--- src/common/fault_guard_consts.svh ---
// constants for the fieldbus output fault guard
//
// Summary of operation
// - timeout is zero or 100..60000 ms
// - zero or out-of-range timeout disables supervision
// - expired supervision drives fault values out
// - one fault value per output byte
// - any access restarts timer, even unchanged data
// - zero timeout keeps latest output values
// - slave answer awaited at most slot time
// - target rotation time bounds token circulation
// - gap maintenance after configured token rounds
// - highest station limit caps addresses
// - retries never exceed retry limit
// - watchdog time handed to slaves
// - saved settings act only after restart
`ifndef FAULT_GUARD_CONSTS_SVH
`define FAULT_GUARD_CONSTS_SVH

// ************************************************************
// timing
// ************************************************************
`define CLK_PERIOD_NS   50
`define MS_TIME_NS      1000000
`define SLOT_UNIT_NS    100000
`define MS_TICK_CYC     (`MS_TIME_NS / `CLK_PERIOD_NS)
`define SLOT_TICK_CYC   (`SLOT_UNIT_NS / `CLK_PERIOD_NS)

// ************************************************************
// supervision timeout range in ms
// ************************************************************
`define TMO_MIN_MS      16'h0064
`define TMO_MAX_MS      16'hEA60

// ************************************************************
// reset values of captured configuration
// ************************************************************
`define SLOT_RST        16'h012C
`define ROT_RST         24'h00307B
`define GAP_RST         8'h0A
`define HSA_RST         7'h7E
`define RETRY_RST       4'h1
`define WDOG_RST        16'h0258
`define TMO_RST         16'h0000
`define BYTE_RST        8'h00

`endif

--- src/common/fault_guard_pkg.sv ---
// types shared by the fieldbus output fault guard
package fault_guard_pkg;
	// request wait state of the master transaction engine
	typedef enum logic [0:0]
	{
		TXN_IDLE = 1'b0,
		TXN_WAIT = 1'b1
	} txn_state_t;
endpackage : fault_guard_pkg

--- src/hdl/fieldbus_output_fault_guard.sv ---
// output supervision and master bus timing of the fieldbus gateway
`timescale 1ns/1ps
`include "fault_guard_consts.svh"
module fieldbus_output_fault_guard
	import fault_guard_pkg::*;
#(
	parameter int NUM_MODULES = 4,
	parameter int NUM_BYTES   = 4,
	parameter int MS_CYC      = `MS_TICK_CYC,
	parameter int SLOT_CYC    = `SLOT_TICK_CYC
)
(
	input  wire logic                             CLK_I,
	input  wire logic                             RESETN_I,
	input  wire logic [NUM_MODULES*16-1:0]        CFG_TIMEOUT_I,
	input  wire logic [NUM_MODULES*NUM_BYTES*8-1:0] CFG_FAULT_VALUE_I,
	input  wire logic [15:0]                      CFG_SLOT_I,
	input  wire logic [23:0]                      CFG_TARGET_ROTATION_TIME_I,
	input  wire logic [7:0]                       CFG_GAP_MAINTENANCE_INTERVAL_I,
	input  wire logic [6:0]                       CFG_HIGHEST_STATION_LIMIT_I,
	input  wire logic [3:0]                       CFG_RETRY_LIMIT_I,
	input  wire logic [15:0]                      CFG_WATCHDOG_I,
	input  wire logic                             SAVE_I,
	input  wire logic [NUM_MODULES-1:0]           MEM_ACCESS_I,
	input  wire logic [NUM_MODULES*NUM_BYTES*8-1:0] MEM_DATA_I,
	input  wire logic                             REQ_SENT_I,
	input  wire logic                             RESP_RCVD_I,
	input  wire logic                             TOKEN_ROUND_I,
	input  wire logic [6:0]                       STATION_ADDR_I,
	output logic      [NUM_MODULES*NUM_BYTES*8-1:0] OUT_DATA_O,
	output logic      [NUM_MODULES-1:0]           FAULT_O,
	output logic                                  RETRY_O,
	output logic                                  TXN_FAIL_O,
	output logic                                  TXN_DONE_O,
	output logic                                  GAP_CYCLE_O,
	output logic                                  ROTATION_OVERRUN_O,
	output logic                                  ADDR_VALID_O,
	output logic      [15:0]                      WATCHDOG_PARAM_O,
	output logic                                  REBOOT_REQ_O
);
	localparam int NB = NUM_MODULES * NUM_BYTES; // total output bytes

	// ************************************************************
	// configuration captured once after reset release
	// ************************************************************
	logic        loaded_reg;                   // capture done
	logic [15:0] tmo_reg [NUM_MODULES];        // per-module timeout
	logic [7:0]  fault_val_reg [NB];           // per-byte fault value
	logic [15:0] slot_reg;                     // slot time, 100 us units
	logic [23:0] rot_reg;                      // target rotation, 100 us units
	logic [7:0]  gap_reg;                      // token rounds between gaps
	logic [6:0]  hsa_reg;                      // highest station limit
	logic [3:0]  retry_lim_reg;                // retry limit

	// settings are taken only while loaded_reg is low, so later edits wait for a restart
	always_ff @(posedge CLK_I or negedge RESETN_I)
	begin
		if (!RESETN_I)
		begin
			loaded_reg       <= 1'b0;
			slot_reg         <= `SLOT_RST;
			rot_reg          <= `ROT_RST;
			gap_reg          <= `GAP_RST;
			hsa_reg          <= `HSA_RST;
			retry_lim_reg    <= `RETRY_RST;
			WATCHDOG_PARAM_O <= `WDOG_RST;
		end
		else if (!loaded_reg)
		begin
			loaded_reg       <= 1'b1;
			slot_reg         <= CFG_SLOT_I;
			rot_reg          <= CFG_TARGET_ROTATION_TIME_I;
			gap_reg          <= CFG_GAP_MAINTENANCE_INTERVAL_I;
			hsa_reg          <= CFG_HIGHEST_STATION_LIMIT_I;
			retry_lim_reg    <= CFG_RETRY_LIMIT_I;
			WATCHDOG_PARAM_O <= CFG_WATCHDOG_I;
		end
	end

	// saved configuration asks the system to restart
	always_ff @(posedge CLK_I or negedge RESETN_I)
	begin
		if (!RESETN_I)
			REBOOT_REQ_O <= 1'b0;
		else if (SAVE_I)
			REBOOT_REQ_O <= 1'b1;
	end

	// ************************************************************
	// time bases
	// ************************************************************
	logic ms_tick;   // one pulse per millisecond
	logic slot_tick; // one pulse per 100 us

	tick_gen #(.DIV(MS_CYC)) u_ms_tick
	(
		.clk_i  (CLK_I),
		.rstn_i (RESETN_I),
		.tick_o (ms_tick)
	);

	tick_gen #(.DIV(SLOT_CYC)) u_slot_tick
	(
		.clk_i  (CLK_I),
		.rstn_i (RESETN_I),
		.tick_o (slot_tick)
	);

	// ************************************************************
	// per-module supervision and output substitution
	// ************************************************************
	genvar m, b;
	generate
		for (m = 0; m < NUM_MODULES; m++)
		begin : g_mod
			// timeout capture for this module
			always_ff @(posedge CLK_I or negedge RESETN_I)
			begin
				if (!RESETN_I)
					tmo_reg[m] <= `TMO_RST;
				else if (!loaded_reg)
					tmo_reg[m] <= CFG_TIMEOUT_I[m*16 +: 16];
			end

			// each module keeps its own independent timer
			module_supervisor #(.TW(16)) u_sup
			(
				.clk_i     (CLK_I),
				.rstn_i    (RESETN_I),
				.tick_i    (ms_tick),
				.access_i  (MEM_ACCESS_I[m]),
				.timeout_i (tmo_reg[m]),
				.fault_o   (FAULT_O[m])
			);

			for (b = 0; b < NUM_BYTES; b++)
			begin : g_byte
				localparam int IX = m * NUM_BYTES + b;

				// per-byte fault value capture
				always_ff @(posedge CLK_I or negedge RESETN_I)
				begin
					if (!RESETN_I)
						fault_val_reg[IX] <= `BYTE_RST;
					else if (!loaded_reg)
						fault_val_reg[IX] <= CFG_FAULT_VALUE_I[IX*8 +: 8];
				end

				// output byte: fault value while faulted, else memory contents
				// one cycle behind the fault flag, a trade for a registered pin
				always_ff @(posedge CLK_I or negedge RESETN_I)
				begin
					if (!RESETN_I)
						OUT_DATA_O[IX*8 +: 8] <= `BYTE_RST;
					else if (FAULT_O[m])
						OUT_DATA_O[IX*8 +: 8] <= fault_val_reg[IX];
					else
						OUT_DATA_O[IX*8 +: 8] <= MEM_DATA_I[IX*8 +: 8];
				end

				fault_byte_a: assert property (@(posedge CLK_I) disable iff (!RESETN_I)
					FAULT_O[m] |=> OUT_DATA_O[IX*8 +: 8] == $past(fault_val_reg[IX]))
					else $error("fault value not driven on output byte");
				keep_latest_a: assert property (@(posedge CLK_I) disable iff (!RESETN_I)
					(tmo_reg[m] == `TMO_RST) |=> OUT_DATA_O[IX*8 +: 8] == $past(MEM_DATA_I[IX*8 +: 8]))
					else $error("zero timeout did not pass latest data");
			end
		end
	endgenerate

	// ************************************************************
	// slot timer and retry control
	// ************************************************************
	txn_state_t  state_reg;     // waiting for a slave answer or not
	logic [15:0] slot_cnt_reg;  // elapsed 100 us units in this attempt
	logic [3:0]  retry_cnt_reg; // retries already made
	logic        slot_expired;  // wait reached slot time

	assign slot_expired = slot_tick && (slot_cnt_reg + 1'b1 >= slot_reg);

	// an answer in the expiry cycle still counts as an answer
	always_ff @(posedge CLK_I or negedge RESETN_I)
	begin
		if (!RESETN_I)
		begin
			state_reg     <= TXN_IDLE;
			slot_cnt_reg  <= '0;
			retry_cnt_reg <= '0;
			RETRY_O       <= 1'b0;
			TXN_FAIL_O    <= 1'b0;
			TXN_DONE_O    <= 1'b0;
		end
		else
		begin
			RETRY_O    <= 1'b0;
			TXN_FAIL_O <= 1'b0;
			TXN_DONE_O <= 1'b0;
			unique case (state_reg)
				TXN_IDLE:
				begin
					// new request opens the wait window
					if (REQ_SENT_I)
					begin
						state_reg     <= TXN_WAIT;
						slot_cnt_reg  <= '0;
						retry_cnt_reg <= '0;
					end
				end
				TXN_WAIT:
				begin
					if (RESP_RCVD_I)
					begin
						state_reg  <= TXN_IDLE;
						TXN_DONE_O <= 1'b1;
					end
					else if (slot_expired)
					begin
						slot_cnt_reg <= '0;
						if (retry_cnt_reg < retry_lim_reg)
						begin
							retry_cnt_reg <= retry_cnt_reg + 1'b1;
							RETRY_O       <= 1'b1;
						end
						else
						begin
							state_reg  <= TXN_IDLE;
							TXN_FAIL_O <= 1'b1;
						end
					end
					else if (slot_tick)
						slot_cnt_reg <= slot_cnt_reg + 1'b1;
				end
			endcase
		end
	end

	slot_bound_a: assert property (@(posedge CLK_I) disable iff (!RESETN_I)
		(RETRY_O || TXN_FAIL_O) |-> ($past(state_reg) == TXN_WAIT) && $past(slot_tick)
			&& ($past(slot_cnt_reg) + 1'b1 >= $past(slot_reg)))
		else $error("slot timeout not at slot time");
	retry_cap_a: assert property (@(posedge CLK_I) disable iff (!RESETN_I)
		RETRY_O |-> retry_cnt_reg <= retry_lim_reg)
		else $error("retry beyond limit");

	// ************************************************************
	// token rotation and gap maintenance
	// ************************************************************
	logic [7:0]  round_cnt_reg; // token rounds since last gap cycle
	logic [23:0] rot_cnt_reg;   // 100 us units since token arrival

	// gap cycle every configured number of rounds
	always_ff @(posedge CLK_I or negedge RESETN_I)
	begin
		if (!RESETN_I)
		begin
			round_cnt_reg <= '0;
			GAP_CYCLE_O   <= 1'b0;
		end
		else if (TOKEN_ROUND_I && (round_cnt_reg + 1'b1 >= gap_reg))
		begin
			round_cnt_reg <= '0;
			GAP_CYCLE_O   <= 1'b1;
		end
		else
		begin
			GAP_CYCLE_O <= 1'b0;
			if (TOKEN_ROUND_I)
				round_cnt_reg <= round_cnt_reg + 1'b1;
		end
	end

	// rotation longer than target is flagged until the next token
	always_ff @(posedge CLK_I or negedge RESETN_I)
	begin
		if (!RESETN_I)
		begin
			rot_cnt_reg        <= '0;
			ROTATION_OVERRUN_O <= 1'b0;
		end
		else if (TOKEN_ROUND_I)
		begin
			rot_cnt_reg        <= '0;
			ROTATION_OVERRUN_O <= 1'b0;
		end
		else if (slot_tick && rot_cnt_reg < rot_reg)
			rot_cnt_reg <= rot_cnt_reg + 1'b1;
		else if (rot_cnt_reg >= rot_reg)
			ROTATION_OVERRUN_O <= 1'b1;
	end

	// station address check against the highest station limit
	always_ff @(posedge CLK_I or negedge RESETN_I)
	begin
		if (!RESETN_I)
			ADDR_VALID_O <= 1'b0;
		else
			ADDR_VALID_O <= (STATION_ADDR_I <= hsa_reg);
	end

	gap_cause_a: assert property (@(posedge CLK_I) disable iff (!RESETN_I)
		GAP_CYCLE_O |-> $past(TOKEN_ROUND_I) && ($past(round_cnt_reg) + 1'b1 >= $past(gap_reg)))
		else $error("gap cycle without enough rounds");
	addr_limit_a: assert property (@(posedge CLK_I) disable iff (!RESETN_I)
		ADDR_VALID_O |-> $past(STATION_ADDR_I) <= $past(hsa_reg))
		else $error("address above limit accepted");
	cfg_frozen_a: assert property (@(posedge CLK_I) disable iff (!RESETN_I)
		loaded_reg && $past(loaded_reg) |-> $stable(slot_reg) && $stable(retry_lim_reg))
		else $error("settings changed without restart");
endmodule : fieldbus_output_fault_guard

--- src/hdl/tick_gen.sv ---
// free running divider giving a one-cycle tick every DIV clocks
`timescale 1ns/1ps
module tick_gen
#(
	parameter int DIV = 20
)
(
	input  wire logic clk_i,
	input  wire logic rstn_i,
	output logic      tick_o
);
	localparam int CW = (DIV > 1) ? $clog2(DIV) : 1;

	logic [CW-1:0] cnt_reg; // position inside the period

	// ************************************************************
	// divider
	// ************************************************************
	always_ff @(posedge clk_i or negedge rstn_i)
	begin
		if (!rstn_i)
		begin
			cnt_reg <= '0;
			tick_o  <= 1'b0;
		end
		else if (cnt_reg == CW'(DIV - 1))
		begin
			// wrap and fire
			cnt_reg <= '0;
			tick_o  <= 1'b1;
		end
		else
		begin
			cnt_reg <= cnt_reg + 1'b1;
			tick_o  <= 1'b0;
		end
	end
endmodule : tick_gen

--- src/hdl/module_supervisor.sv ---
// inactivity timer of one output module
`timescale 1ns/1ps
`include "fault_guard_consts.svh"
module module_supervisor
#(
	parameter int TW = 16
)
(
	input  wire logic          clk_i,
	input  wire logic          rstn_i,
	input  wire logic          tick_i,    // 1 ms step
	input  wire logic          access_i,  // block touched
	input  wire logic [TW-1:0] timeout_i, // captured timeout in ms
	output logic               fault_o
);
	logic [TW-1:0] cnt_reg;  // elapsed ms since last access
	logic [TW-1:0] cnt_next; // one more ms
	logic          enabled;  // timeout inside valid range

	// out-of-range values are simply treated as off
	assign enabled  = (timeout_i >= `TMO_MIN_MS) && (timeout_i <= `TMO_MAX_MS);
	assign cnt_next = cnt_reg + 1'b1;

	// ************************************************************
	// timer and fault flag
	// ************************************************************
	always_ff @(posedge clk_i or negedge rstn_i)
	begin
		if (!rstn_i)
		begin
			cnt_reg <= '0;
			fault_o <= 1'b0;
		end
		else if (access_i)
		begin
			// access wins over an expiry in the same cycle
			cnt_reg <= '0;
			fault_o <= 1'b0;
		end
		else if (!enabled)
		begin
			cnt_reg <= '0;
			fault_o <= 1'b0;
		end
		else if (tick_i && !fault_o)
		begin
			if (cnt_next == timeout_i)
				fault_o <= 1'b1;
			else
				cnt_reg <= cnt_next;
		end
	end

	access_clears_a: assert property (@(posedge clk_i) disable iff (!rstn_i)
		access_i |=> !fault_o && (cnt_reg == '0))
		else $error("access did not restart timer");
	off_no_fault_a: assert property (@(posedge clk_i) disable iff (!rstn_i)
		!enabled |=> !fault_o)
		else $error("fault raised while supervision off");
	expiry_cause_a: assert property (@(posedge clk_i) disable iff (!rstn_i)
		$rose(fault_o) |-> $past(enabled) && $past(tick_i)
			&& ($past(cnt_reg) == $past(timeout_i) - 1'b1))
		else $error("fault raised before full timeout");
endmodule : module_supervisor

--- config.mk ---
export PLATFORM = sky130hd
export DESIGN_NAME = fieldbus_output_fault_guard
export DESIGN_NICKNAME = d
export VERILOG_FILES = /design/src/common/fault_guard_pkg.sv /design/src/hdl/fieldbus_output_fault_guard.sv /design/src/hdl/tick_gen.sv /design/src/hdl/module_supervisor.sv
export VERILOG_INCLUDE_DIRS = /design/src /design/src/common
export SDC_FILE = /design/constraint.sdc
export NUM_CORES = 1
export LEC_CHECK = 0
export ABC_AREA = 1
export BUFFER_PORTS_ARGS = -buffer_cell sky130_fd_sc_hd__buf_2
export CAP_MARGIN = 15
export CORE_AREA = 2 2 303 305
export DETAILED_ROUTE_END_ITERATION = 16
export DIE_AREA = 0 0 305 307
export PLACE_DENSITY = 0.6
export SYNTH_ARGS = -nofsm -noshare
export SYNTH_HDL_FRONTEND = slang
export SYNTH_SLANG_ARGS = --single-unit
--- constraint.sdc ---
create_clock -name CLK_I -period 9.3 [get_ports CLK_I]
set_input_delay 0.465 -clock CLK_I [delete_from_list [all_inputs] [get_ports CLK_I]]
set_output_delay 0.465 -clock CLK_I [all_outputs]
set_load 0.03 [all_outputs]
==> results by group <==
Status
  • Outcome: complete, no violations

Worst setup path
  • Flop2flop setup slack: 5.58 ns
  • Crit path kind: register to register
  • CP Data Required Time: 9.73 ns
  • Critical path fanouts, max: 30
  • Setup crit end: rot_cnt_reg[5]$_DFFE_PN0P_
  • Worst setup startpoint: rot_reg[5]$_DFFE_PN1N_
  • Arrival @ worst endpoint: 4.15 ns
  • Top Family by Delay on Critical Path: simple AND/OR/NAND/NOR gates
  • Crit path capture type: register
  • Reg2reg end: rot_cnt_reg[5]$_DFFE_PN0P_
  • Critical Path Source Type: register
  • Reg2reg start: rot_reg[5]$_DFFE_PN1N_
  • Buf+Inv Stages, Crit Path: 1
  • Slowest CP cell: nand2_1
  • Reg2reg path depth: 10
  • Worst path depth: 10
  • Crit-path cells: inv_1 -> ha_1 -> a21oi_1 -> nor2_1 -> a211oi_1 -> o21ai_0 -> nand2_1 -> nand4_1 -> nand2_1 -> o21ai_0
  • Slowest Stage Delay on Critical Path: 1.13 ns

Layout
  • Layout cell share with drive strength beyond 1: 24.5%
  • Layout Nets: 4216
  • Area grow syn2layout: 26.3%
  • Fillers: 9240
  • Core Util, Final: 37.5%

STA
  • Final hold vios: 0
  • Relative slew slack: 26.0%
  • Slew Viols, Final: 0
  • Least-Margin Pin Slew: 1.11 ns
  • Max Clk Rate: 269 MHz
  • Final period util: 40.0%
  • TNS Setup: 0 ns
  • RSZ-0062 raised after global routing: false
  • Clk_skew: 0.0281 ns
  • Hold_ws: 0.0543 ns
  • Crit path time final: 3.72 ns
  • Setup violations, final: 0

GRT
  • Grt ovf: 0
  • First-pass GRT wire length: 123000 um
  • Initial antenna violation count: 14
  • Gr usage total: 16.4%
  • Largest net degree at the start of global routing: 173
  • Vias in the first global route: 22500

Yosys
  • Post-Synthesis Cells: 3121
  • Synth Flop Type: dfrtp_1
  • Sequential share of the synthesized area: 51.4%
  • Synth Area per Inst: 8.64 sq um
  • Post-synth EDFFs: 0
  • Syn nets: 3601
  • Synth Warn #: 0
  • Netlist Area Pre-Place: 27000 sq um
  • Post-synth ARST share: 100%
  • Library cells used by synthesis: 58
  • Flops & latches, synth: 552

Floorplan
  • Die width: 305 um
  • # IOs: 567
  • Core area: 90700 sq um
  • Die H: 307 um
  • Effective utilization at floorplan: 29.7%
  • FP Rows: 111
  • Die ar.: 93600 sq um

Detailed routing
  • Post-route DRC: 0
  • WL final: 78600 um
  • Vias per inst: 4.64
  • Via count: 23100
  • Initial DRC Count: 1768
  • Post-route ant nets: 0
  • Drt pass-1 iters: 5
  • Drt wl/cell: 15.8 um

CTS
  • PostCTS Resize Cnt: 0
  • CTS sink cnt: 552
  • Clock root buffer: clkbuf_16
  • Clock-pin transition on the worst setup and hold timing paths: 0.06 ns
  • CTS buffer count: 67
  • Clk Latency, worst-skew pair: 0.62 ns
  • CTS tree: done
  • Clock buffer depth: 3
  • H-tree depth: 3

Power
  • Worst vdd ir: 129 uV
  • Total Power: 0.00609 W
  • Static Leak: 17.2 nW
  • Pwr dens: 179 nW/um^2

Hold path
  • Hold Crit Class: primary input to register

Place
  • HPWL Detailed: 56500 um
  • RD Place Congestion: 0.867
  • IO buf count: 566

Flow run
  • Max-cap viol count: 0
[kinds of logic after synthesis]
logic type      after synthesis  synth area share [%]
compound gates              244                  5.00
flops                       552                  51.4
fa+ha+maj                    68                  3.16
xor+xnor                     57                  1.96
simple gates               1631                  26.1
mux                         156                  6.51
other cells                   1                0.0139
buf+inv                     412                  5.92
[report_power, final]
part | switching [W] | total, W | internal, W
clock network | 0.00108 | 0.00277 | 0.00169
logic | 0.000398 | 0.000667 | 0.000270
registers | 0.0000876 | 0.00265 | 0.00256
total | 0.00157 | 0.00609 | 0.00452
[tightest hold or removal path, cell delays in order]
cell	delay, ns
buf_2	0.08
nand2_1	0.04
nand2_1	0.05
[per-stage QoR]
stage,setup slack (ns),area (sq um),cells
final,5.58,34100,4984
after global routing,5.24,34100,4984
after CTS,5.63,34000,4977
after detailed placement,5.63,31100,4789
after global placement,5.75,31100,4789
after floorplan,6.38,27000,3121
[final cells by class]
type	count	area, sq um	area share, %
multi-input combinational	2157	11500	33.9
antenna	7	17.5	0.0514
timing repair buffer	656	3720	10.9
inverter	302	1130	3.33
clock buffer	96	1940	5.69
clock inverter	28	388	1.14
sequential	552	13800	40.7
tap	1186	1480	4.36
[metal layers]
layer  vias up  wire length [um]  GRT usage, %
met3       145              4290          3.51
met5         -                69             0
met1     10900             34800          21.4
met2       659             37100          27.0
li1      11400                 -             -
met4        10              2330          5.61
[synthesized netlist by cell type (all sizes together), types with 2 or more instances]
| cell type | n | area [sq um] |
|---|---|---|
| nor2 | 283 | 1160 |
| a21oi | 151 | 756 |
| o21a | 3 | 22.5 |
| a21boi | 5 | 37.5 |
| xnor2 | 13 | 114 |
| nand3 | 253 | 1290 |
| dfrtp | 527 | 13200 |
| a31oi | 3 | 18.8 |
| nor3 | 32 | 165 |
| and3 | 4 | 25.0 |
| nand3b | 9 | 67.6 |
| clkbuf | 82 | 308 |
| or2 | 2 | 12.5 |
| o21ai | 54 | 282 |
| o211ai | 3 | 22.5 |
| nor4 | 15 | 93.8 |
| buf | 28 | 155 |
| dfstp | 25 | 657 |
| a211oi | 2 | 15.0 |
| nand2 | 917 | 3480 |
| inv | 297 | 1110 |
| o2111ai | 2 | 17.5 |
| a22oi | 3 | 22.5 |
| mux2 | 155 | 1750 |
| a21o | 2 | 15.0 |
| xor2 | 42 | 368 |
| nand4 | 113 | 707 |
| clkinv | 5 | 18.8 |
| o31ai | 3 | 22.5 |
| nor3b | 2 | 15.0 |
| o21bai | 4 | 41.3 |
| a22o | 2 | 17.5 |
| ha | 68 | 851 |
[worst min path at each step]
stage,from,to,cells after the start
detailed placement,u_ms_tick.cnt_reg[14]$_DFF_PN0_,u_ms_tick.cnt_reg[14]$_DFF_PN0_,1
finish,MEM_DATA_I[58],OUT_DATA_O[58]$_DFF_PN0_,3
CTS,MEM_DATA_I[19],OUT_DATA_O[19]$_DFF_PN0_,3
global route,MEM_DATA_I[28],OUT_DATA_O[28]$_DFF_PN0_,3
global placement,fault_val_reg[43]$_DFFE_PN0N_,OUT_DATA_O[83]$_DFF_PN0_,2
floorplan,RESETN_I,ADDR_VALID_O$_DFF_PN0_,0
[cell usage in the layout, fill, tap and decap left out, drive strengths merged, types with 7 or more instances in the layout]
master,count
o21ai,54
diode,7
nor4,15
clkbuf,96
dlygate4sd3,64
nand4,113
ha,68
dfrtp,527
bufinv,8
nand3b,9
buf,592
dfstp,25
clkinv,17
nand2,917
nor2,283
inv,304
mux2,155
nor3,32
xnor2,13
nand3,253
a21oi,151
xor2,42
[repair_timing]
action / 4_1_cts / 5_1_grt
endpoints found under the setup margin: 0 / 0
setup buffers: 0 / 0
endpoints found under the hold margin: 148 / 0
hold buffers: 64 / 0
Power figures use the tool's default switching activity.
